`config.mk`:
```
export PLATFORM = sky130hd
export DESIGN_NAME = udc_counter_relay
export DESIGN_NICKNAME = d
export VERILOG_FILES = /design/src/core/udc_pkg.sv /design/src/core/udc_counter_relay.sv
export VERILOG_INCLUDE_DIRS = /design/src /design/src/core
export SDC_FILE = /design/constraint.sdc
export NUM_CORES = 1
export LEC_CHECK = 0
export ABC_AREA = 1
export BUFFER_PORTS_ARGS = -buffer_cell sky130_fd_sc_hd__buf_2
export CORE_UTILIZATION = 50
export CTS_CLUSTER_SIZE = 14
export DETAILED_ROUTE_END_ITERATION = 10
export GPL_TIMING_DRIVEN = 0
export PLACE_DENSITY = 0.73
export SYNTH_ARGS = -nofsm -noshare
export SYNTH_HDL_FRONTEND = slang
export SYNTH_SLANG_ARGS = --single-unit
```
`constraint.sdc`:
```
create_clock -name sys_clk_i -period 7.8 [get_ports sys_clk_i]
set_input_delay 1.56 -clock sys_clk_i [delete_from_list [all_inputs] [get_ports sys_clk_i]]
set_output_delay 1.56 -clock sys_clk_i [all_outputs]
set_load 0.02 [all_outputs]
```
`src/core/udc_params.svh`:
```
// Constants for the up/down counter relay
`ifndef UDC_PARAMS_SVH
`define UDC_PARAMS_SVH
`define UDC_CNT_W 32
`define UDC_CNT_MAX 32'sh7FFF_FFFF
`define UDC_CNT_MIN 32'sh8000_0000
`define UDC_CNT_ZERO 32'h0000_0000
`define UDC_NUM_CNT 32
`define UDC_RET_W 6
`define UDC_SCAN_US 1
`define UDC_CLK_MHZ 25
`define UDC_SCAN_CYC ((`UDC_SCAN_US * `UDC_CLK_MHZ) < 1 ? 1 : (`UDC_SCAN_US * `UDC_CLK_MHZ))
`endif

```
`src/core/udc_pkg.sv`:
```
// Types for the up/down counter relay
`default_nettype none
package udc_pkg;
    typedef struct packed {
        logic count_pulse_coil;
        logic direction_coil;
        logic clear_coil;
        logic preset_load_coil;
    } udc_coils_s;
    typedef struct packed {
        logic high_reached_flag;
        logic low_reached_flag;
        logic null_count_flag;
        logic wrap_flag;
    } udc_flags_s;
    typedef enum logic [2:0] {
        UDC_ST_STOP = 3'b001,
        UDC_ST_RUN = 3'b010,
        UDC_ST_HOLD = 3'b100
    } udc_state_e;
endpackage : udc_pkg
`default_nettype wire

```
`src/core/udc_counter_relay.sv`:
```
// Signed up/down counter relay with setpoint compare and retention
//
// Contract
// - Count one per rising count edge
// - Direction 0 counts up, 1 counts down
// - Clear forces zero, null flag active
// - Preset load edge loads preset value
// - Flags recomputed after preset load
// - Upper setpoint full signed 32-bit
// - Lower setpoint full signed 32-bit
// - Preset value full signed 32-bit
// - Actual count output signed 32-bit
// - Upward reaching upper setpoint sets high
// - Downward reaching lower setpoint sets low
// - Counting up drops null on leaving zero, low once above lower
// - Range excursion sets wrap, directional flags
// - Retentive count kept across stop, power
// - Retentive counter resumes from saved count
// - Retentive counter count is configurable
// - High flag when count >= upper
// - Low flag when count <= lower
// - Wrap one scan, count holds value
// - Count only in run mode
`include "udc_params.svh"
`default_nettype none
module udc_counter_relay
    import udc_pkg::*;
#(
    parameter logic [`UDC_RET_W-1:0] INDEX = 6'h00
) (
    // Clock and reset
    input wire logic sys_clk_i,
    input wire logic rst_i,
    input wire logic clk_en_i,
    // Mode and retention
    input wire logic run_mode_i,
    input wire logic power_fail_i,
    input wire logic [`UDC_RET_W-1:0] retentive_count_i,
    // Coils and parameters
    input wire udc_coils_s coils_i,
    input wire logic signed [`UDC_CNT_W-1:0] high_limit_i,
    input wire logic signed [`UDC_CNT_W-1:0] low_limit_i,
    input wire logic signed [`UDC_CNT_W-1:0] preset_value_i,
    // Results
    output logic signed [`UDC_CNT_W-1:0] actual_count_o,
    output udc_flags_s flags_o,
    output logic running_o
);
    //----------------------------------------
    // Input synchronisers and scan tick
    //----------------------------------------
    udc_coils_s sync1_reg, sync1_next, sync2_reg, sync2_next, prev_reg, prev_next;
    logic [1:0] run_sync_reg, run_sync_next, pf_sync_reg, pf_sync_next;
    logic [7:0] scan_cnt_reg, scan_cnt_next;
    logic scan_tick;

    assign scan_tick = (scan_cnt_reg == 8'h00);

    always_comb begin
        sync1_next = coils_i;
        sync2_next = sync1_reg;
        run_sync_next = {run_sync_reg[0], run_mode_i};
        pf_sync_next = {pf_sync_reg[0], power_fail_i};
        scan_cnt_next = scan_tick ? 8'(`UDC_SCAN_CYC - 1) : scan_cnt_reg - 8'h01;
        prev_next = scan_tick ? sync2_reg : prev_reg;
    end

    always_ff @(posedge sys_clk_i) begin
        if (rst_i) begin
            sync1_reg <= '0;
            sync2_reg <= '0;
            prev_reg <= '0;
            run_sync_reg <= 2'h0;
            pf_sync_reg <= 2'h0;
            scan_cnt_reg <= 8'h00;
        end else if (clk_en_i) begin
            sync1_reg <= sync1_next;
            sync2_reg <= sync2_next;
            prev_reg <= prev_next;
            run_sync_reg <= run_sync_next;
            pf_sync_reg <= pf_sync_next;
            scan_cnt_reg <= scan_cnt_next;
        end
    end

    //----------------------------------------
    // Mode and count
    //----------------------------------------
    udc_state_e state_reg, state_next;
    logic signed [`UDC_CNT_W-1:0] count_reg, count_next;
    udc_flags_s flags_reg, flags_next;
    logic count_edge, load_edge, retentive, is_run;
    logic signed [`UDC_CNT_W:0] wide;
    logic ovf;

    assign count_edge = sync2_reg.count_pulse_coil & ~prev_reg.count_pulse_coil;
    assign load_edge = sync2_reg.preset_load_coil & ~prev_reg.preset_load_coil;
    assign retentive = (INDEX < retentive_count_i);
    assign is_run = (state_reg == UDC_ST_RUN);

    always_comb begin
        state_next = state_reg;
        count_next = count_reg;
        wide = '0;
        ovf = 1'b0;
        flags_next = flags_reg;
        case (state_reg)
            UDC_ST_STOP, UDC_ST_HOLD: begin
                if (run_sync_reg[1] && !pf_sync_reg[1]) begin
                    state_next = UDC_ST_RUN;
                    if (state_reg == UDC_ST_STOP && !retentive) begin
                        count_next = `UDC_CNT_ZERO;
                    end
                end
            end
            UDC_ST_RUN: begin
                if (!run_sync_reg[1] || pf_sync_reg[1]) begin
                    state_next = retentive ? UDC_ST_HOLD : UDC_ST_STOP;
                end
            end
            default: state_next = UDC_ST_STOP;
        endcase
        if (is_run && scan_tick) begin
            flags_next.wrap_flag = 1'b0;
            if (sync2_reg.clear_coil) begin
                count_next = `UDC_CNT_ZERO;
            end else if (load_edge) begin
                count_next = preset_value_i;
            end else if (count_edge) begin
                if (sync2_reg.direction_coil) begin
                    wide = {count_reg[`UDC_CNT_W-1], count_reg} - 33'sd1;
                end else begin
                    wide = {count_reg[`UDC_CNT_W-1], count_reg} + 33'sd1;
                end
                ovf = wide[`UDC_CNT_W] != wide[`UDC_CNT_W-1];
                if (ovf) begin
                    flags_next.wrap_flag = 1'b1;
                end else begin
                    count_next = wide[`UDC_CNT_W-1:0];
                end
            end
            // Flags follow the resulting count each scan
            flags_next.high_reached_flag = (count_next >= high_limit_i)
                || (ovf && !sync2_reg.direction_coil);
            flags_next.low_reached_flag = (count_next <= low_limit_i)
                || (ovf && sync2_reg.direction_coil);
            flags_next.null_count_flag = (count_next == `UDC_CNT_ZERO);
        end
    end

    always_ff @(posedge sys_clk_i) begin
        if (rst_i) begin
            state_reg <= UDC_ST_STOP;
            count_reg <= `UDC_CNT_ZERO;
            flags_reg <= '0;
        end else if (clk_en_i) begin
            state_reg <= state_next;
            count_reg <= count_next;
            flags_reg <= flags_next;
        end
    end

    //----------------------------------------
    // Registered outputs
    //----------------------------------------
    always_ff @(posedge sys_clk_i) begin
        if (rst_i) begin
            actual_count_o <= `UDC_CNT_ZERO;
            flags_o <= '0;
            running_o <= 1'b0;
        end else if (clk_en_i) begin
            actual_count_o <= count_next;
            flags_o <= flags_next;
            running_o <= (state_next == UDC_ST_RUN);
        end
    end

    //----------------------------------------
    // Checks on scan order, mode and outputs
    //----------------------------------------
    logic run_scan;

    // Scan in which the coils act on the count
    assign run_scan = clk_en_i && is_run && scan_tick;
endmodule : udc_counter_relay
`default_nettype wire

```
# Yosys cells after proc, flatten, opt, wreduce, memory -nomap -nowiden

Cells that the tools add are included.

Input bits: 111
Logic and storage cells: 80
Register bits after elaboration: 62
Output and inout bits: 37

Reductions and logical operators: 17
Bitwise gates (word level): 4
Add/subtract/negate cells: 3
Eq/ne operators: 5
Muxes and demuxes: 28
Order comparisons: 3

Operators by type and width:

| cell                                                      | number |
|---|---|
| two-way mux 32 bit                                        | 9 |
| two-way mux 33 bit                                        | 5 |
| adder 32 x 2 -> 33 bit, second input constant             | 1 |
| subtractor 32 x 2 -> 33 bit, second input constant        | 1 |
| greater-or-equal comparator 32 bit                        | 1 |
| <= comparator 32 bit                                      | 1 |
| zero test 32 bit                                          | 1 |
| two-way mux 3 bit                                         | 3 |
| zero test 8 bit                                           | 1 |
| two-way mux 1 bit                                         | 8 |
| two-way mux 8 bit                                         | 1 |
| subtractor 8 x 1 -> 8 bit, second input constant          | 1 |
| == test 3 x 2 -> 1 bit, second input constant             | 2 |
| less-than comparator 1 x 6 -> 1 bit, first input constant | 1 |
| case mux 3 bit (2 select lines)                           | 1 |
| logical AND 1 bit                                         | 5 |
| zero test 1 bit                                           | 4 |
| two-way mux 4 bit                                         | 1 |
| AND reduction 2 bit                                       | 2 |
| == test 3 x 1 -> 1 bit, second input constant             | 1 |
| == test 3 bit, second input constant                      | 1 |
| logical OR 1 bit                                          | 3 |
| bitwise AND 1 bit                                         | 2 |
| inverter 1 bit                                            | 2 |
| other kinds (2)                                           | 2 |

# Depth between registers and ports, before layout

Depth after elaboration: 15
Mapped depth: 30
Mapped depth without buffers: 29

# Least setup slack after synthesis

OpenSTA, ideal clock, no wires.

Kind: input to register
Start: input port retentive_count_i[2]
End: register flags_o[3] (netlist bit)
Path buffers: 2
Stages: 22
Setup time: 70 ps
Required time: 7730 ps
Setup slack: 3515 ps
Arrival: 4215 ps
Path through: nor2_1 and3_1 inv_1 nor3_1 buf_2 clkbuf_1 nor2_1 nand2_1 nand3_1 nand2_1 inv_1 ha_1 a21oi_1 o21ai_0 a21oi_1 nor2_1 o21bai_1 a21oi_1 a211oi_1 o21ai_0 o211a_1 a21oi_1

Cells in the longest elaborated chain, start to end: 14

RTL lines:

| element                                 | RTL line                 | RTL |
|---|---|---|
| start, declared                         | udc_counter_relay.sv:38  | `` input wire logic [`UDC_RET_W-1:0] retentive_count_i, `` |
| less-than comparator 1 x 6 -> 1 bit (*) | udc_counter_relay.sv:98  | `assign retentive = (INDEX < retentive_count_i);` |
| zero test 1 bit (*)                     | udc_counter_relay.sv:111 | `if (state_reg == UDC_ST_STOP && !retentive) begin` |
| logical AND 1 bit (*)                   | udc_counter_relay.sv:111 |  |
| two-way mux 32 bit (*)                  | udc_counter_relay.sv:111 |  |
| two-way mux 32 bit (*)                  | udc_counter_relay.sv:109 | `if (run_sync_reg[1] && !pf_sync_reg[1]) begin` |
| two-way mux 32 bit (*)                  | udc_counter_relay.sv:107 | `case (state_reg)` |
| two-way mux 32 bit                      | udc_counter_relay.sv:136 | `if (ovf) begin` |
| two-way mux 32 bit (*)                  | udc_counter_relay.sv:129 | `end else if (count_edge) begin` |
| two-way mux 32 bit (*)                  | udc_counter_relay.sv:127 | `end else if (load_edge) begin` |
| two-way mux 32 bit (*)                  | udc_counter_relay.sv:125 | `if (sync2_reg.clear_coil) begin` |
| two-way mux 32 bit (*)                  | udc_counter_relay.sv:123 | `if (is_run && scan_tick) begin` |
| greater-or-equal comparator 32 bit (*)  | udc_counter_relay.sv:143 | `flags_next.high_reached_flag = (count_next >= high_limit_i)` |
| logical OR 1 bit (*)                    | udc_counter_relay.sv:144 | `\|\| (ovf && !sync2_reg.direction_coil);` |
| two-way mux 4 bit (*)                   | udc_counter_relay.sv:123 |  |
| end signal, assigned                    | udc_counter_relay.sv:173 | `flags_o <= flags_next;` |
| end, declared                           | udc_counter_relay.sv:46  | `output udc_flags_s flags_o,` |

Every way passes the cells marked *; elsewhere a longest branch is shown, timed or not. The select of a mux whose other input is x is not followed.
A chain may end at the register's enable or synchronous reset.

# Worst setup path in the final report

Same ends and word-level chain as after synthesis.

==> out/results.ini <==
[clock_tree]
cts_tree=done
cts_num_sinks=62
cts_hold_buffers=0
cts_resized=0
clock_latency_ns=0.34
clockBufferDepth=2
numCtsBuffers=9
post_cts_buffers=0
root_buffer=clkbuf_16
cts.reportedPaths.clkPinSlew_ns=0.05
cts.htree.levels=3

[synth]
synth_edf_count=0
avgSynthCellArea_um2=5.86
post-synth-top-count-cell=nand2_1
synth.area.mux_share_pct=0
syn_inst=1319
yosysSeqAreaShare_pct=16.0
synth-main-ff-cell=dfxtp_1
synth_xor_area_share_pct=2.94
synth_seq_cells=62
netlist_area_um2=7730
synth_nets=1527
yosys-top-cells-count=302 x nand2_1, 243 x inv_1, 134 x a21oi_1
yosys.area.top_type=dfxtp_1
synth_compound_area_share_pct=18.8
yosys_warnings=0
yosysTopAreaCellShare_pct=16.0
synthTopCellsByArea=dfxtp_1 16%, ha_1 16%, nand2_1 15%
synth.distinct_cells=47
async_reset_ff_share_pct=0
synth_top_family_by_area=simple AND/OR/NAND/NOR gates
synthAdderAreaFrac_pct=15.8
synth-simple-area-share_pct=31.8

[final_layout]
largest_register_ffs=32
num-fill-cells=1569
nets=1684
syn_to_final_growth_pct=16.8
layout-drive-gt1-share_pct=13.6
n_antenna_cell=0

[routing]
post_drt_wl_per_cell_um=15.5
vias=9085
route.detailed.drc=0
first_pass_iters=6
drt-initial-drc-count=784
drtAntennaViolNets=0
post_drt_via_cell_ratio=5.44
wl_um=25900

[timing]
grt_setup_unrepaired=no
post-route-period-util_pct=63.4
period_needed_ns=4.95
finalHoldViolCount=0
worst_pin_slew_ns=0.825
tns_ns=0
slew-limit-headroom_pct=45.0
fmax_mhz=202
slew_viol_final=0
whs_ns=0.463
setup_slack_ns=2.85
finalSetupViolCount=0
finClkSkew_ns=0.00727

[pwr]
ir_worst_vdd_uv=134
power_w=0.00120
p_leak_nw=5.18
power_density_nw_per_um2=133

[global_route]
grt_pass1_vias=8210
grt_pass1_wl_um=40900
antenna_found_initial=0
grt_overflow=0
grt_max_degree=35
grt_use_total_pct=32.8

[die]
dieArea_um2=16000
ios=148
row_count=45
start_util_pct=51.1
core_um2=15100
dieWidth_um=126
die_h_um=126

[setup_path]
crit_type=input pin to register
crit_required_ns=8.06
critPathBufInv=5
critical-path-top-delay-family=compound AO/OA/AOI/OAI gates
crit_arrival_ns=5.21
path_cells=buf_2 > nor2_1 > and3_1 > inv_1 > nor3_1 > buf_2 > clkbuf_1 > nor2_1 > nand2_1 > nand3_1 > nand3_1 > inv_1 > ha_1 > a21oi_1 > o21ai_0 > nand4_1 > o211ai_1 > nand2_1 > o2111ai_1 > a211oi_1 > o21ai_0 > o211a_1 > a21oi_1
crit_fanout=10
critPathSlowestCell=clkbuf_1
cp-start-kind=input pin
critPathCaptureType=register
cp_slowest_stage_delay_ns=0.50

[hold_path]
hp-class=register to register

[status]
status=finished clean

[flow_run]
drv_cap=0

[place]
dp_hpwl_um=21400
gp_congestion=0.998
port_buffers=146
place_ws_ns=2.63

==> final cells by class <==
type / instances / area [um2] / share of cell area, %
Sequential cell: 62 / 1240 / 13.8
Timing Repair Buffer: 146 / 731 / 8.09
Buffer: 43 / 208 / 2.30
Tap cell: 188 / 235 / 2.60
Clock inverter: 6 / 93.8 / 1.04
Clock buffer: 10 / 239 / 2.65
Multi-Input combinational cell: 967 / 5360 / 59.3
Inverter: 247 / 927 / 10.3
==> worst min-delay path, stage by stage, from the launching register on <==
cell and delay [ns]:
dfxtp_1 0.29, inv_1 0.07, a21oi_1 0.06
==> final timing paths <==
kind,start,endpoint,slack (ns),cells past startpoint
setup / recovery,retentive_count_i[2],flags_o[3]$_SDFFE_PP0P_,2.85,23
hold / removal,prev_reg[3]$_SDFFE_PP0P_,prev_reg[3]$_SDFFE_PP0P_,0.46,2
setup reg to reg,sync2_reg[2]$_SDFFE_PP0P_,flags_o[3]$_SDFFE_PP0P_,3.00,27
hold reg to reg,prev_reg[3]$_SDFFE_PP0P_,prev_reg[3]$_SDFFE_PP0P_,0.46,2
==> layer usage <==
layer  vias up  routed length (um)  GRT usage [%]
met3        60                2030           4.81
met4         0                 782           10.1
met2       401               11700           55.2
li1       4588                   -              -
met5         -                   0              0
met1      4036               11400           43.2
==> layout by cell type, fill, tap and decap left out, types with 2 or more instances in the layout <==
cell and count:
buf_6 5, a31oi_1 5, or2_2 6, buf_2 150
ha_1 96, dfxtp_1 61, nand2_1 302, o21a_1 4
nand2_2 14, nand4_1 15, nor4_1 3, a21oi_1 134
o211ai_1 3, clkbuf_1 28, clkinv_4 2, buf_1 5
inv_1 243, o21bai_1 8, o21ai_0 95, xor2_1 20
nand3b_1 4, and2_1 2, a21o_1 3, and3_1 2
clkinv_1 3, nor2_1 103, a21oi_2 4, a211oi_1 4
xnor2_1 6, o2111ai_1 2, nand3_1 97, bufinv_16 2
nor3_1 21, clkbuf_16 9
==> cells by family after synthesis <==
| kind of cell | count (synthesis) |
|---|---|
| fa+ha+maj | 97 |
| xor+xnor | 26 |
| flops | 62 |
| buf+inv | 290 |
| compound gates | 269 |
| simple gates | 575 |
==> power by group <==
part	internal [W]	leakage, nW	switching [W]
Clock	0.000291	0.159	0.000159
Sequential	0.000337	0.505	0.0000154
Combinational	0.000143	4.51	0.000253
Total	0.000770	5.18	0.000427
==> through the flow <==
step / util [%] / std cells / instance area, um2
2_1_floorplan: - / 1319 / 7730
3_3_place_gp: 57.4 / 1653 / 8700
3_5_place_dp: 57.4 / 1653 / 8700
4_1_cts: 59.6 / 1669 / 9030
5_1_grt: 59.6 / 1669 / 9030
6_report: 59.6 / 1669 / 9030
Note: power is estimated with default switching activity, not from simulation.
